## config.mk

```make
export PLATFORM = sky130hd
export DESIGN_NAME = dpo_objects
export DESIGN_NICKNAME = d
export VERILOG_FILES = /design/src/rtl/dpo_pkg.sv /design/src/rtl/dpo_objects.sv
export VERILOG_INCLUDE_DIRS = /design/src /design/src/rtl
export SDC_FILE = /design/constraint.sdc
export NUM_CORES = 1
export LEC_CHECK = 0
export ABC_CLOCK_PERIOD_IN_PS = 9650
export BUFFER_PORTS_ARGS = -buffer_cell sky130_fd_sc_hd__buf_2
export CAP_MARGIN = 20
export CORE_MARGIN = 5
export CORE_UTILIZATION = 55
export CTS_BUF_LIST = sky130_fd_sc_hd__clkbuf_8
export CTS_CLUSTER_DIAMETER = 30
export DETAILED_ROUTE_END_ITERATION = 7
export MAX_ROUTING_LAYER = met4
export PLACE_DENSITY_LB_ADDON = 0.05
export SLEW_MARGIN = 25
export SYNTH_ARGS = -nofsm -noshare
export SYNTH_HDL_FRONTEND = slang
export SYNTH_SLANG_ARGS = --single-unit
```

## constraint.sdc

```tcl
create_clock -name clk_in -period 9.65 [get_ports clk_in]
set_clock_uncertainty 0.05 [all_clocks]
set_input_delay 1.93 -clock clk_in [delete_from_list [all_inputs] [get_ports clk_in]]
set_output_delay 1.93 -clock clk_in [all_outputs]
set_load 0.03 [all_outputs]
```

## src/rtl/dpo_map.svh

```systemverilog
`ifndef DPO_MAP_SVH
`define DPO_MAP_SVH
`define DPO_IDX_BRAKE 16'h2045
`define DPO_IDX_DRAG 16'h2046
`define DPO_IDX_READJ 16'h2047
`define DPO_IDX_LINK 16'h2049
`define DPO_IDX_FBPOS 16'h204a
`define DPO_IDX_RETRY 16'h204b
`define DPO_IDX_MODEL 16'h204d
`define DPO_IDX_FWREV 16'h204e
`define DPO_IDX_STORE 16'h204f
`define DPO_IDX_CTRL 16'h2024
`define DPO_RST_BRAKE 16'h03e8
`define DPO_RST_DRAG 16'h0004
`define DPO_RST_READJ 8'h00
`define DPO_RST_LINK 16'h0001
`define DPO_RST_FBPOS 32'h00000000
`define DPO_RST_RETRY 16'h0000
`define DPO_MAX_BRAKE 16'h0bb8
`define DPO_MAX_DRAG 16'h000a
`define DPO_CMD_RESET 16'hfffa
`define DPO_CMD_FACT_SAVE_MID 16'hfffb
`define DPO_CMD_USER_MID 16'hfffc
`define DPO_CMD_FACT_SAVE 16'hfffd
`define DPO_CMD_USER 16'hfffe
`define DPO_CMD_FACT 16'hffff
`define DPO_CMD_SAVE 16'h0001
`define DPO_CTRL_STALE 16'h0014
`define DPO_CLK_HZ 40000000
`define DPO_MS_CYC (`DPO_CLK_HZ / 1000)
`define DPO_SEC_CYC `DPO_CLK_HZ
`define DPO_BOOT_S1 15
`define DPO_BOOT_S2 30
`define DPO_BOOT_S3 60
`endif

```

## src/rtl/dpo_pkg.sv

```systemverilog
package dpo_pkg;
   typedef enum logic [1:0] {
      DPO_ST_IDLE = 2'b00,
      DPO_ST_BUSY = 2'b01,
      DPO_ST_DONE = 2'b11
   } dpo_nv_t;
   typedef enum logic [1:0] {
      DPO_LL_HOLD = 2'b00,
      DPO_LL_ABORT = 2'b01,
      DPO_LL_SAFE = 2'b10,
      DPO_LL_RSVD = 2'b11
   } dpo_ll_t;
   typedef logic [15:0] dpo_idx_t;
endpackage

```

## src/rtl/dpo_objects.sv

```systemverilog
`include "dpo_map.svh"
`timescale 1ns/10ps
`default_nettype none
module dpo_objects #(
   parameter int unsigned MS_CYC = `DPO_MS_CYC,
   parameter int unsigned SEC_CYC = `DPO_SEC_CYC
) (
   input wire logic clk_in,
   input wire logic rst_in,
   input wire logic wr_en_in,
   input wire logic rd_en_in,
   input wire dpo_pkg::dpo_idx_t idx_in,
   input wire logic [31:0] wdata_in,
   output logic [31:0] rdata_out,
   output logic ack_out,
   output logic abort_out,
   input wire logic standstill_in,
   input wire logic run_end_in,
   input wire logic link_up_in,
   input wire logic link_lost_in,
   input wire logic op_state_in,
   input wire logic [15:0] pdo_ctrl_in,
   input wire logic safe_fail_in,
   input wire logic nv_done_in,
   input wire logic nv_err_in,
   input wire logic nv_boot_bad_in,
   output logic brake_release_out,
   output logic [15:0] drag_limit_out,
   output logic readjust_out,
   output logic abort_run_out,
   output logic safe_run_out,
   output logic [31:0] safe_target_out,
   output logic mid_run_out,
   output logic mid_run_measure_out,
   output logic drive_reset_out,
   output logic nv_save_out,
   output logic load_factory_out,
   output logic load_user_out,
   output logic drop_pending_out
);
   import dpo_pkg::*;

   localparam logic [31:0] MODEL_STR = 32'h4d4f4430; // Arbitrary model text
   localparam logic [15:0] FW_REV = 16'h0100; // Arbitrary revision

   // ******************
   // Registers
   // ******************
   logic [15:0] brake_q, drag_q, link_q, retry_q, cmd_stat_q, ctrl_q;
   logic [7:0] readj_q;
   logic [31:0] fbpos_q;
   dpo_nv_t nv_q;

   wire [15:0] w16 = wdata_in[15:0];
   wire hit_brake = idx_in == `DPO_IDX_BRAKE;
   wire hit_drag = idx_in == `DPO_IDX_DRAG;
   wire hit_readj = idx_in == `DPO_IDX_READJ;
   wire hit_link = idx_in == `DPO_IDX_LINK;
   wire hit_fbpos = idx_in == `DPO_IDX_FBPOS;
   wire hit_retry = idx_in == `DPO_IDX_RETRY;
   wire hit_model = idx_in == `DPO_IDX_MODEL;
   wire hit_fwrev = idx_in == `DPO_IDX_FWREV;
   wire hit_store = idx_in == `DPO_IDX_STORE;
   wire hit_ctrl = idx_in == `DPO_IDX_CTRL;
   wire cmd_known = w16 == `DPO_CMD_RESET || w16 == `DPO_CMD_FACT_SAVE_MID ||
      w16 == `DPO_CMD_USER_MID || w16 == `DPO_CMD_FACT_SAVE || w16 == `DPO_CMD_USER ||
      w16 == `DPO_CMD_FACT || w16 == `DPO_CMD_SAVE;
   // Signed 31-bit value: top two bits must agree
   wire fb_ok = wdata_in[31] == wdata_in[30];
   wire bad_brake = hit_brake && w16 > `DPO_MAX_BRAKE;
   wire bad_drag = hit_drag && (w16 > `DPO_MAX_DRAG || !standstill_in);
   wire bad_readj = hit_readj && wdata_in[7:1] != 7'h00;
   wire bad_link = hit_link && w16[1:0] == DPO_LL_RSVD;
   wire bad_fbpos = hit_fbpos && !fb_ok;
   wire bad_store = hit_store && (!cmd_known || !standstill_in);
   wire ro_hit = hit_model || hit_fwrev;
   wire known = hit_brake || hit_drag || hit_readj || hit_link || hit_fbpos ||
      hit_retry || ro_hit || hit_store || hit_ctrl;
   wire wr_bad = !known || ro_hit || bad_brake || bad_drag || bad_readj ||
      bad_link || bad_fbpos || bad_store;
   wire wr_ok = wr_en_in && !wr_bad;
   wire cmd_wr = wr_ok && hit_store;
   wire is_fact = cmd_wr && (w16 == `DPO_CMD_FACT || w16 == `DPO_CMD_FACT_SAVE ||
      w16 == `DPO_CMD_FACT_SAVE_MID);
   wire is_user = cmd_wr && (w16 == `DPO_CMD_USER || w16 == `DPO_CMD_USER_MID);
   wire is_save = cmd_wr && (w16 == `DPO_CMD_SAVE || w16 == `DPO_CMD_FACT_SAVE ||
      w16 == `DPO_CMD_FACT_SAVE_MID);
   wire is_mid = cmd_wr && (w16 == `DPO_CMD_FACT_SAVE_MID || w16 == `DPO_CMD_USER_MID);
   logic mid_q, mid_meas_q, mid_pend_q;

   always_ff @(posedge clk_in or posedge rst_in) begin
      if (rst_in) begin
         brake_q <= `DPO_RST_BRAKE;
         drag_q <= `DPO_RST_DRAG;
         readj_q <= `DPO_RST_READJ;
         link_q <= `DPO_RST_LINK;
         fbpos_q <= `DPO_RST_FBPOS;
         retry_q <= `DPO_RST_RETRY;
      end else if (is_fact) begin
         brake_q <= `DPO_RST_BRAKE;
         drag_q <= `DPO_RST_DRAG;
         readj_q <= `DPO_RST_READJ;
         link_q <= `DPO_RST_LINK;
         fbpos_q <= `DPO_RST_FBPOS;
         retry_q <= `DPO_RST_RETRY;
      end else if (wr_ok) begin
         if (hit_brake) brake_q <= w16;
         if (hit_drag) drag_q <= w16;
         if (hit_readj) readj_q <= wdata_in[7:0];
         if (hit_link) link_q <= w16;
         if (hit_fbpos) fbpos_q <= wdata_in;
         if (hit_retry) retry_q <= w16;
      end
   end
   // User restore is carried out by the memory side on load_user_out.

   // ******************
   // Bus answer
   // ******************
   logic [31:0] rd_d;
   always_comb begin
      rd_d = 32'h00000000;
      if (hit_brake) rd_d = {16'h0000, brake_q};
      if (hit_drag) rd_d = {16'h0000, drag_q};
      if (hit_readj) rd_d = {24'h000000, readj_q};
      if (hit_link) rd_d = {16'h0000, link_q};
      if (hit_fbpos) rd_d = fbpos_q;
      if (hit_retry) rd_d = {16'h0000, retry_q};
      if (hit_model) rd_d = MODEL_STR;
      if (hit_fwrev) rd_d = {16'h0000, FW_REV};
      if (hit_store) rd_d = {16'h0000, cmd_stat_q};
      if (hit_ctrl) rd_d = {16'h0000, ctrl_q};
   end
   wire rd_bad = rd_en_in && !known;

   always_ff @(posedge clk_in or posedge rst_in) begin
      if (rst_in) begin
         rdata_out <= 32'h00000000;
         ack_out <= 1'b0;
         abort_out <= 1'b0;
      end else begin
         rdata_out <= rd_en_in ? rd_d : rdata_out;
         ack_out <= (wr_en_in && !wr_bad) || (rd_en_in && known);
         abort_out <= (wr_en_in && wr_bad) || rd_bad;
      end
   end

   // ******************
   // Store command
   // ******************
   logic boot_seen_q;
   always_ff @(posedge clk_in or posedge rst_in) begin
      if (rst_in) begin
         nv_q <= DPO_ST_IDLE;
         cmd_stat_q <= 16'h0001;
         boot_seen_q <= 1'b0;
      end else begin
         boot_seen_q <= 1'b1;
         if (!boot_seen_q) cmd_stat_q <= {15'h0000, nv_boot_bad_in};
         unique case (nv_q)
            DPO_ST_IDLE: if (is_save) begin
               nv_q <= DPO_ST_BUSY;
               cmd_stat_q <= 16'h0001;
            end
            DPO_ST_BUSY: if (nv_done_in || nv_err_in) begin
               nv_q <= DPO_ST_DONE;
               cmd_stat_q <= {14'h0000, nv_err_in, 1'b0};
            end
            DPO_ST_DONE: nv_q <= DPO_ST_IDLE;
         endcase
      end
   end
   assign nv_save_out = is_save && nv_q == DPO_ST_IDLE;
   assign load_factory_out = is_fact;
   assign load_user_out = is_user;
   assign drive_reset_out = cmd_wr && w16 == `DPO_CMD_RESET;

   // ******************
   // Mid-range run
   // ******************
   wire ctrl_wr = wr_ok && hit_ctrl;
   logic [15:0] pdo_last_q;
   wire pdo_chg = op_state_in && pdo_ctrl_in != pdo_last_q;
   wire mid_abort = (ctrl_wr && w16 == 16'h0000) || pdo_chg;
   always_ff @(posedge clk_in or posedge rst_in) begin
      if (rst_in) begin
         mid_q <= 1'b0;
         mid_meas_q <= 1'b0;
         mid_pend_q <= 1'b0;
         ctrl_q <= 16'h0000;
         pdo_last_q <= 16'h0000;
      end else begin
         pdo_last_q <= pdo_ctrl_in;
         if (ctrl_wr) ctrl_q <= w16;
         // Mid run start waits for a save to end
         if (is_mid) begin
            mid_pend_q <= 1'b1;
            mid_meas_q <= w16 == `DPO_CMD_FACT_SAVE_MID;
         end else if (mid_pend_q && nv_q != DPO_ST_BUSY) begin
            mid_pend_q <= 1'b0;
            mid_q <= 1'b1;
         end else if (mid_q && (mid_abort || run_end_in)) begin
            mid_q <= 1'b0;
         end
      end
   end
   assign mid_run_out = mid_q;
   assign mid_run_measure_out = mid_meas_q;
   // Old stale 0x14 command must not relaunch after mid run
   assign drop_pending_out = mid_q || (pdo_ctrl_in == `DPO_CTRL_STALE && !pdo_chg);

   // ******************
   // Brake hold-off
   // ******************
   logic [31:0] ms_q;
   logic [15:0] brk_cnt_q;
   logic brk_q;
   wire ms_tick = ms_q == MS_CYC - 1;
   always_ff @(posedge clk_in or posedge rst_in) begin
      if (rst_in) begin
         ms_q <= 32'h00000000;
         brk_cnt_q <= 16'h0000;
         brk_q <= 1'b0;
      end else begin
         // Prescaler restarts at run end, so hold-off is never cut short
         ms_q <= (ms_tick || run_end_in) ? 32'h00000000 : ms_q + 32'h00000001;
         if (run_end_in) begin
            brk_q <= brake_q != 16'h0000;
            brk_cnt_q <= brake_q;
         end else if (brk_q && ms_tick) begin
            brk_cnt_q <= brk_cnt_q - 16'h0001;
            if (brk_cnt_q == 16'h0001) brk_q <= 1'b0;
         end
      end
   end
   assign brake_release_out = brk_q;
   assign drag_limit_out = drag_q;
   assign readjust_out = readj_q[0];

   // ******************
   // Link loss and safe run
   // ******************
   logic [31:0] sec_q;
   logic [15:0] boot_s_q, retry_cnt_q;
   logic connected_q, boot_done_q, retry_q2;
   wire sec_tick = sec_q == SEC_CYC - 1;
   logic [15:0] boot_lim;
   always_comb begin
      unique case (link_q[3:2])
         2'b01: boot_lim = 16'(`DPO_BOOT_S1);
         2'b10: boot_lim = 16'(`DPO_BOOT_S2);
         2'b11: boot_lim = 16'(`DPO_BOOT_S3);
         default: boot_lim = 16'h0000;
      endcase
   end
   wire boot_fire = !connected_q && !boot_done_q && link_q[3:2] != 2'b00 &&
      sec_tick && boot_s_q + 16'h0001 >= boot_lim;
   wire loss_safe = link_lost_in && connected_q && link_q[1:0] == DPO_LL_SAFE;
   wire retry_fire = retry_q2 && sec_tick && retry_cnt_q + 16'h0001 >= retry_q;
   always_ff @(posedge clk_in or posedge rst_in) begin
      if (rst_in) begin
         sec_q <= 32'h00000000;
         boot_s_q <= 16'h0000;
         retry_cnt_q <= 16'h0000;
         connected_q <= 1'b0;
         boot_done_q <= 1'b0;
         retry_q2 <= 1'b0;
      end else begin
         sec_q <= sec_tick ? 32'h00000000 : sec_q + 32'h00000001;
         if (link_up_in) connected_q <= 1'b1;
         if (link_up_in || boot_fire) boot_done_q <= 1'b1;
         if (sec_tick && !boot_done_q) boot_s_q <= boot_s_q + 16'h0001;
         if (safe_fail_in && retry_q != 16'h0000) begin
            retry_q2 <= 1'b1;
            retry_cnt_q <= 16'h0000;
         end else if (retry_fire) begin
            retry_q2 <= 1'b0;
         end else if (retry_q2 && sec_tick) begin
            retry_cnt_q <= retry_cnt_q + 16'h0001;
         end
      end
   end
   assign abort_run_out = link_lost_in && connected_q && link_q[1:0] == DPO_LL_ABORT;
   assign safe_run_out = loss_safe || boot_fire || retry_fire;
   assign safe_target_out = fbpos_q;

   // ******************
   // Checks
   // ******************
   a_bad_write_abort: assert property (@(posedge clk_in) disable iff (rst_in)
      wr_en_in && wr_bad |=> abort_out && !ack_out) else $error("bad write not aborted");
   a_drag_moving: assert property (@(posedge clk_in) disable iff (rst_in)
      wr_en_in && hit_drag && !standstill_in |=> $stable(drag_q)) else $error("drag changed moving");
   a_cmd_moving: assert property (@(posedge clk_in) disable iff (rst_in)
      wr_en_in && hit_store && !standstill_in |-> !nv_save_out && !drive_reset_out)
      else $error("command taken moving");
   a_save_busy: assert property (@(posedge clk_in) disable iff (rst_in)
      nv_save_out |=> cmd_stat_q != 16'h0000) else $error("save status zero while busy");
   a_fact_value: assert property (@(posedge clk_in) disable iff (rst_in)
      is_fact |=> brake_q == `DPO_RST_BRAKE && drag_q == `DPO_RST_DRAG) else $error("factory load wrong");
   a_mid_abort: assert property (@(posedge clk_in) disable iff (rst_in)
      mid_q && ctrl_wr && w16 == 16'h0000 && !is_mid && !mid_pend_q |=> !mid_q) else $error("mid run not aborted");
   a_safe_target: assert property (@(posedge clk_in) disable iff (rst_in)
      safe_run_out |-> safe_target_out == fbpos_q) else $error("safe target wrong");
   a_brake_hold: assert property (@(posedge clk_in) disable iff (rst_in)
      run_end_in && brake_q != 16'h0000 |=> brake_release_out [*2]) else $error("brake not held");
   a_reset_cmd: assert property (@(posedge clk_in) disable iff (rst_in)
      cmd_wr && w16 == `DPO_CMD_RESET |-> drive_reset_out && !nv_save_out) else $error("reset cmd lost");
   a_ack_abort_excl: assert property (@(posedge clk_in) disable iff (rst_in)
      !(ack_out && abort_out))
      else $error("ack and abort together");
   a_model_read: assert property (@(posedge clk_in) disable iff (rst_in)
      rd_en_in && hit_model |=> rdata_out == MODEL_STR && ack_out)
      else $error("model read wrong");
   a_readj_range: assert property (@(posedge clk_in) disable iff (rst_in)
      readj_q[7:1] == 7'h00)
      else $error("readjust out of range");
   a_link_code: assert property (@(posedge clk_in) disable iff (rst_in)
      link_q[1:0] != DPO_LL_RSVD)
      else $error("reserved link code stored");
   a_abort_run: assert property (@(posedge clk_in) disable iff (rst_in)
      abort_run_out |-> connected_q && link_q[1:0] == DPO_LL_ABORT)
      else $error("abort run without cause");
   a_boot_once: assert property (@(posedge clk_in) disable iff (rst_in)
      boot_fire |=> boot_done_q)
      else $error("boot run not latched");
   a_retry_zero: assert property (@(posedge clk_in) disable iff (rst_in)
      safe_fail_in && retry_q == 16'h0000 && !retry_q2 |=> !retry_q2)
      else $error("retry armed with zero interval");
   a_brake_limit: assert property (@(posedge clk_in) disable iff (rst_in)
      brake_q <= `DPO_MAX_BRAKE)
      else $error("hold-off above limit");
   a_drag_limit: assert property (@(posedge clk_in) disable iff (rst_in)
      drag_q <= `DPO_MAX_DRAG)
      else $error("drag limit above range");
   a_fbpos_sign: assert property (@(posedge clk_in) disable iff (rst_in)
      fbpos_q[31] == fbpos_q[30])
      else $error("safe position not 31-bit");
   a_mid_start: assert property (@(posedge clk_in) disable iff (rst_in)
      is_mid |=> mid_pend_q)
      else $error("mid run not queued");
   a_mid_measure: assert property (@(posedge clk_in) disable iff (rst_in)
      is_mid && w16 == `DPO_CMD_FACT_SAVE_MID |=> mid_meas_q)
      else $error("mid run range wrong");
   a_no_relaunch: assert property (@(posedge clk_in) disable iff (rst_in)
      mid_q && run_end_in && !is_mid && !mid_pend_q |=> !mid_q)
      else $error("mid run kept after end");
   c_save: cover property (@(posedge clk_in) disable iff (rst_in) nv_save_out ##[1:20] nv_q == DPO_ST_DONE);
   c_mid: cover property (@(posedge clk_in) disable iff (rst_in) mid_q ##1 !mid_q);
   c_abort: cover property (@(posedge clk_in) disable iff (rst_in) abort_out);
   c_safe: cover property (@(posedge clk_in) disable iff (rst_in) safe_run_out);
endmodule
`default_nettype wire

```

==> impl_metrics.env <==
export IMPL_syn_area_per_cell_sq_um=10.21
export IMPL_cts_sinks=308
export IMPL_powerDensity_mw_per_mm2=177.8
export IMPL_hold_path_class="register to register"
export IMPL_start_util=0.5612
export IMPL_yosys_area_top_type_share=0.4919
export IMPL_insertion_delay_ps=610
export IMPL_cts_hold_buf=0
export IMPL_synth_largest_area_cell="dfrtp_1"
export IMPL_required_ps=7670
export IMPL_cp_max_fo=17
export IMPL_swShare=0.2366
export IMPL_mostFrequentLayoutCells="299 x dfrtp_1, 169 x buf_2, 123 x nand2_1"
export IMPL_worstMarginPinSlew_ps=1071
export IMPL_layout_setup_ws_ps=2759
export IMPL_layout_drive_gt1_share=0.2146
export IMPL_io_buffer_count=169
export IMPL_synth_edff_count=0
export IMPL_row_count=60
export IMPL_crit_path_start_kind="primary input"
export IMPL_area_growth_pct=19.35
export IMPL_layout_cells_most_common="dfrtp_1"
export IMPL_synth_seq_cells=308
export IMPL_ir_drop_uv=143.2
export IMPL_cts_root_buf="clkbuf_8"
export IMPL_arrival_ps=4910
export IMPL_pin_count=170
export IMPL_fin_nets=1793
export IMPL_antenna_left=0
export IMPL_tns_ps=0
export IMPL_numCtsBuffers=72
export IMPL_cts_setup_buffers=0
export IMPL_hold_viol_final=0
export IMPL_drt_iter0_markers=1274
export IMPL_synth_ff_type="dfrtp_1"
export IMPL_min_period_ps=6891
export IMPL_p_comb_frac=0.043
export IMPL_timing_hold_ws_ps=422.9
export IMPL_p_seq_frac=0.408
export IMPL_fin_crit_sh=0.7141
export IMPL_grt_pass1_wl_microns=66810
export IMPL_synth_async_reset_ratio=1.000
export IMPL_ctsResizeCount=0
export IMPL_num_fill_cells=2210
export IMPL_post_place_ws_ps=2827
export IMPL_clock_path_buffers=3
export IMPL_maxSlewViolCount=0
export IMPL_switchingPower_mw=0.7639
export IMPL_clk_pin_slew_ps=50
export IMPL_syn_num_nets=1599
export IMPL_htree_levels=3
export IMPL_grt_overflow=0
export IMPL_hpwl_microns=29240
export IMPL_grt_max_degree=193
export IMPL_grt_total_usage=0.2775
export IMPL_vias=12350
export IMPL_worst_setup_path_end_kind="primary output"
export IMPL_die_w_microns=176.3
export IMPL_netlist_instances=1490
export IMPL_grt_pass1_vias=12400
export IMPL_fp_coreArea_sq_mm=0.02710
export IMPL_die_y_microns=176.3
export IMPL_criticalPathCategory="primary input to primary output"
export IMPL_drt_vias_per_instance=5.833
export IMPL_synth_warnings=0
export IMPL_synth_area_leaders="dfrtp_1 49%, xor2_1 4.1%, xnor2_1 3.1%"
export IMPL_wl_per_cell_microns=19.70
export IMPL_first_pass_iters=7
export IMPL_ys_seq_area_frac=0.5075
export IMPL_power_share_clock=0.548
export IMPL_netlist_area_sq_mm=0.01521
export IMPL_status="complete, no violations"
export IMPL_cap_violations=0
export IMPL_antenna_found_initial=2
export IMPL_cts_tree="built"
export IMPL_place_congestion=0.9179
export IMPL_leakage_nw=8.449
export IMPL_drt_total_wl_microns=41700
export IMPL_remaining_drc_errors=0
export IMPL_synth_cell_types=77
export IMPL_rsz0062_at_grt="no"
export IMPL_fmax_ghz=0.1451
export IMPL_p_int_mw=2.464
export IMPL_slew_headroom=0.2811
export IMPL_dieArea_sq_mm=0.03108
export IMPL_setup_viol=0
## registers in the layout (all words and copies together) (netlist names), 2 cells and up
| name | flops |
|---|---|
| boot_s_q | 16 |
| brake_q | 16 |
| brk_cnt_q | 16 |
| cmd_stat_q | 16 |
| ctrl_q | 16 |
| drag_limit_out | 16 |
| link_q | 16 |
| ms_q | 32 |
| nv_q | 2 |
| pdo_last_q | 16 |
| rdata_out | 32 |
| readj_q | 8 |
| retry_cnt_q | 16 |
| retry_q | 16 |
| safe_target_out | 32 |
| sec_q | 32 |
## cells in the mapped netlist, drive strengths merged (5+ instances only)
master and instances:
nand3 77, or3 20, dfstp 9, or2 10, o2bb2ai 13, o221ai 5, a22o 52, nand4 20
and2 48, o22a 8, nor4b 10, or4 11, xnor2 54, a222oi 10, a21o 10, mux2 22
and4 10, a221oi 13, xor2 72, ha 32, a22oi 17, a211oi 8, and3 27, nor4 40
nor3 24, clkbuf 45, nor2b 10, buf 21, a21oi 61, nor2 111, nand2 123, o211ai 8
inv 52, o21ai 79, dfrtp 299, o22ai 10, nand2b 10
## path summary, 6_finish.rpt
kind                               endpoint  slack, ps  depth (start not counted)           start
max in group asynchronous        readj_q[5]       6250                          5          rst_in
min reg2reg                      mid_pend_q        420                          1      mid_pend_q
min in group asynchronous          sec_q[4]       1350                          2          rst_in
min                              mid_pend_q        420                          1      mid_pend_q
max                        load_factory_out       2760                          8       idx_in[4]
max reg2reg                  retry_cnt_q[1]       5630                         12  retry_cnt_q[2]
## power by group through the flow
stage / combinational [mW] / clock, mW / sequential [mW]
after floorplan: 0.0754 / 0 / 1.35
after global placement: 0.135 / 0 / 1.34
after detailed placement: 0.139 / 0 / 1.34
after CTS: 0.139 / 1.79 / 1.32
after global routing: 0.157 / 1.87 / 1.32
final: 0.139 / 1.77 / 1.32
## per-stage QoR
| stage | cells | power, mW | utilization | instance area, sq um |
|---|---|---|---|---|
| 2_1_floorplan | 1490 | 1.422 | - | 15210 |
| 3_3_place_gp | 1980 | 1.475 | 0.6035 | 16360 |
| 3_5_place_dp | 1981 | 1.479 | 0.6042 | 16380 |
| 4_1_cts | 2114 | 3.252 | 0.6686 | 18120 |
| 5_1_grt | 2117 | 3.349 | 0.6698 | 18150 |
| 6_report | 2117 | 3.228 | 0.6698 | 18150 |
## layer usage
layer	routed length, microns	up-vias	track usage
li1	-	5781	-
met1	18220	6003	0.3729
met2	19140	482	0.4230
met3	3217	83	0.06638
met4	1130	0	0.08382
met5	0	-	-
## cells by family (layout without fill, tap and decap cells)
kind of cell | Yosys count | after routing | share of synthesized area
other | 1 | 3 | 0.0002466
DFF | 308 | 308 | 0.5075
adders and majority gates | 32 | 32 | 0.02632
xor gates and xnor gates | 126 | 126 | 0.07256
muxes | 26 | 26 | 0.01892
and+or+nand+nor | 566 | 566 | 0.1996
buffers and inverters | 119 | 372 | 0.03274
AOI/OAI and AO/OA | 312 | 312 | 0.1422
## layout make-up
type	instances	area (sq um)	share of cell area
antenna	2	5.005	0.0002757
clock buffer	88	1211	0.06672
clock inverter	45	533.0	0.02936
inverter	53	202.7	0.01117
multi-input combinational	1063	6998	0.3855
sequential	308	7719	0.4252
tap	372	465.4	0.02564
timing repair buffer	186	1018	0.05611
## worst max-delay path, cell delays in order
cell	delay, ps
buf_2	110
nor4b_1	540
a22oi_1	250
a211oi_2	290
nand3_2	210
or4_1	790
nor2_4	470
buf_2	300
(Power assumes the default switching activity.)
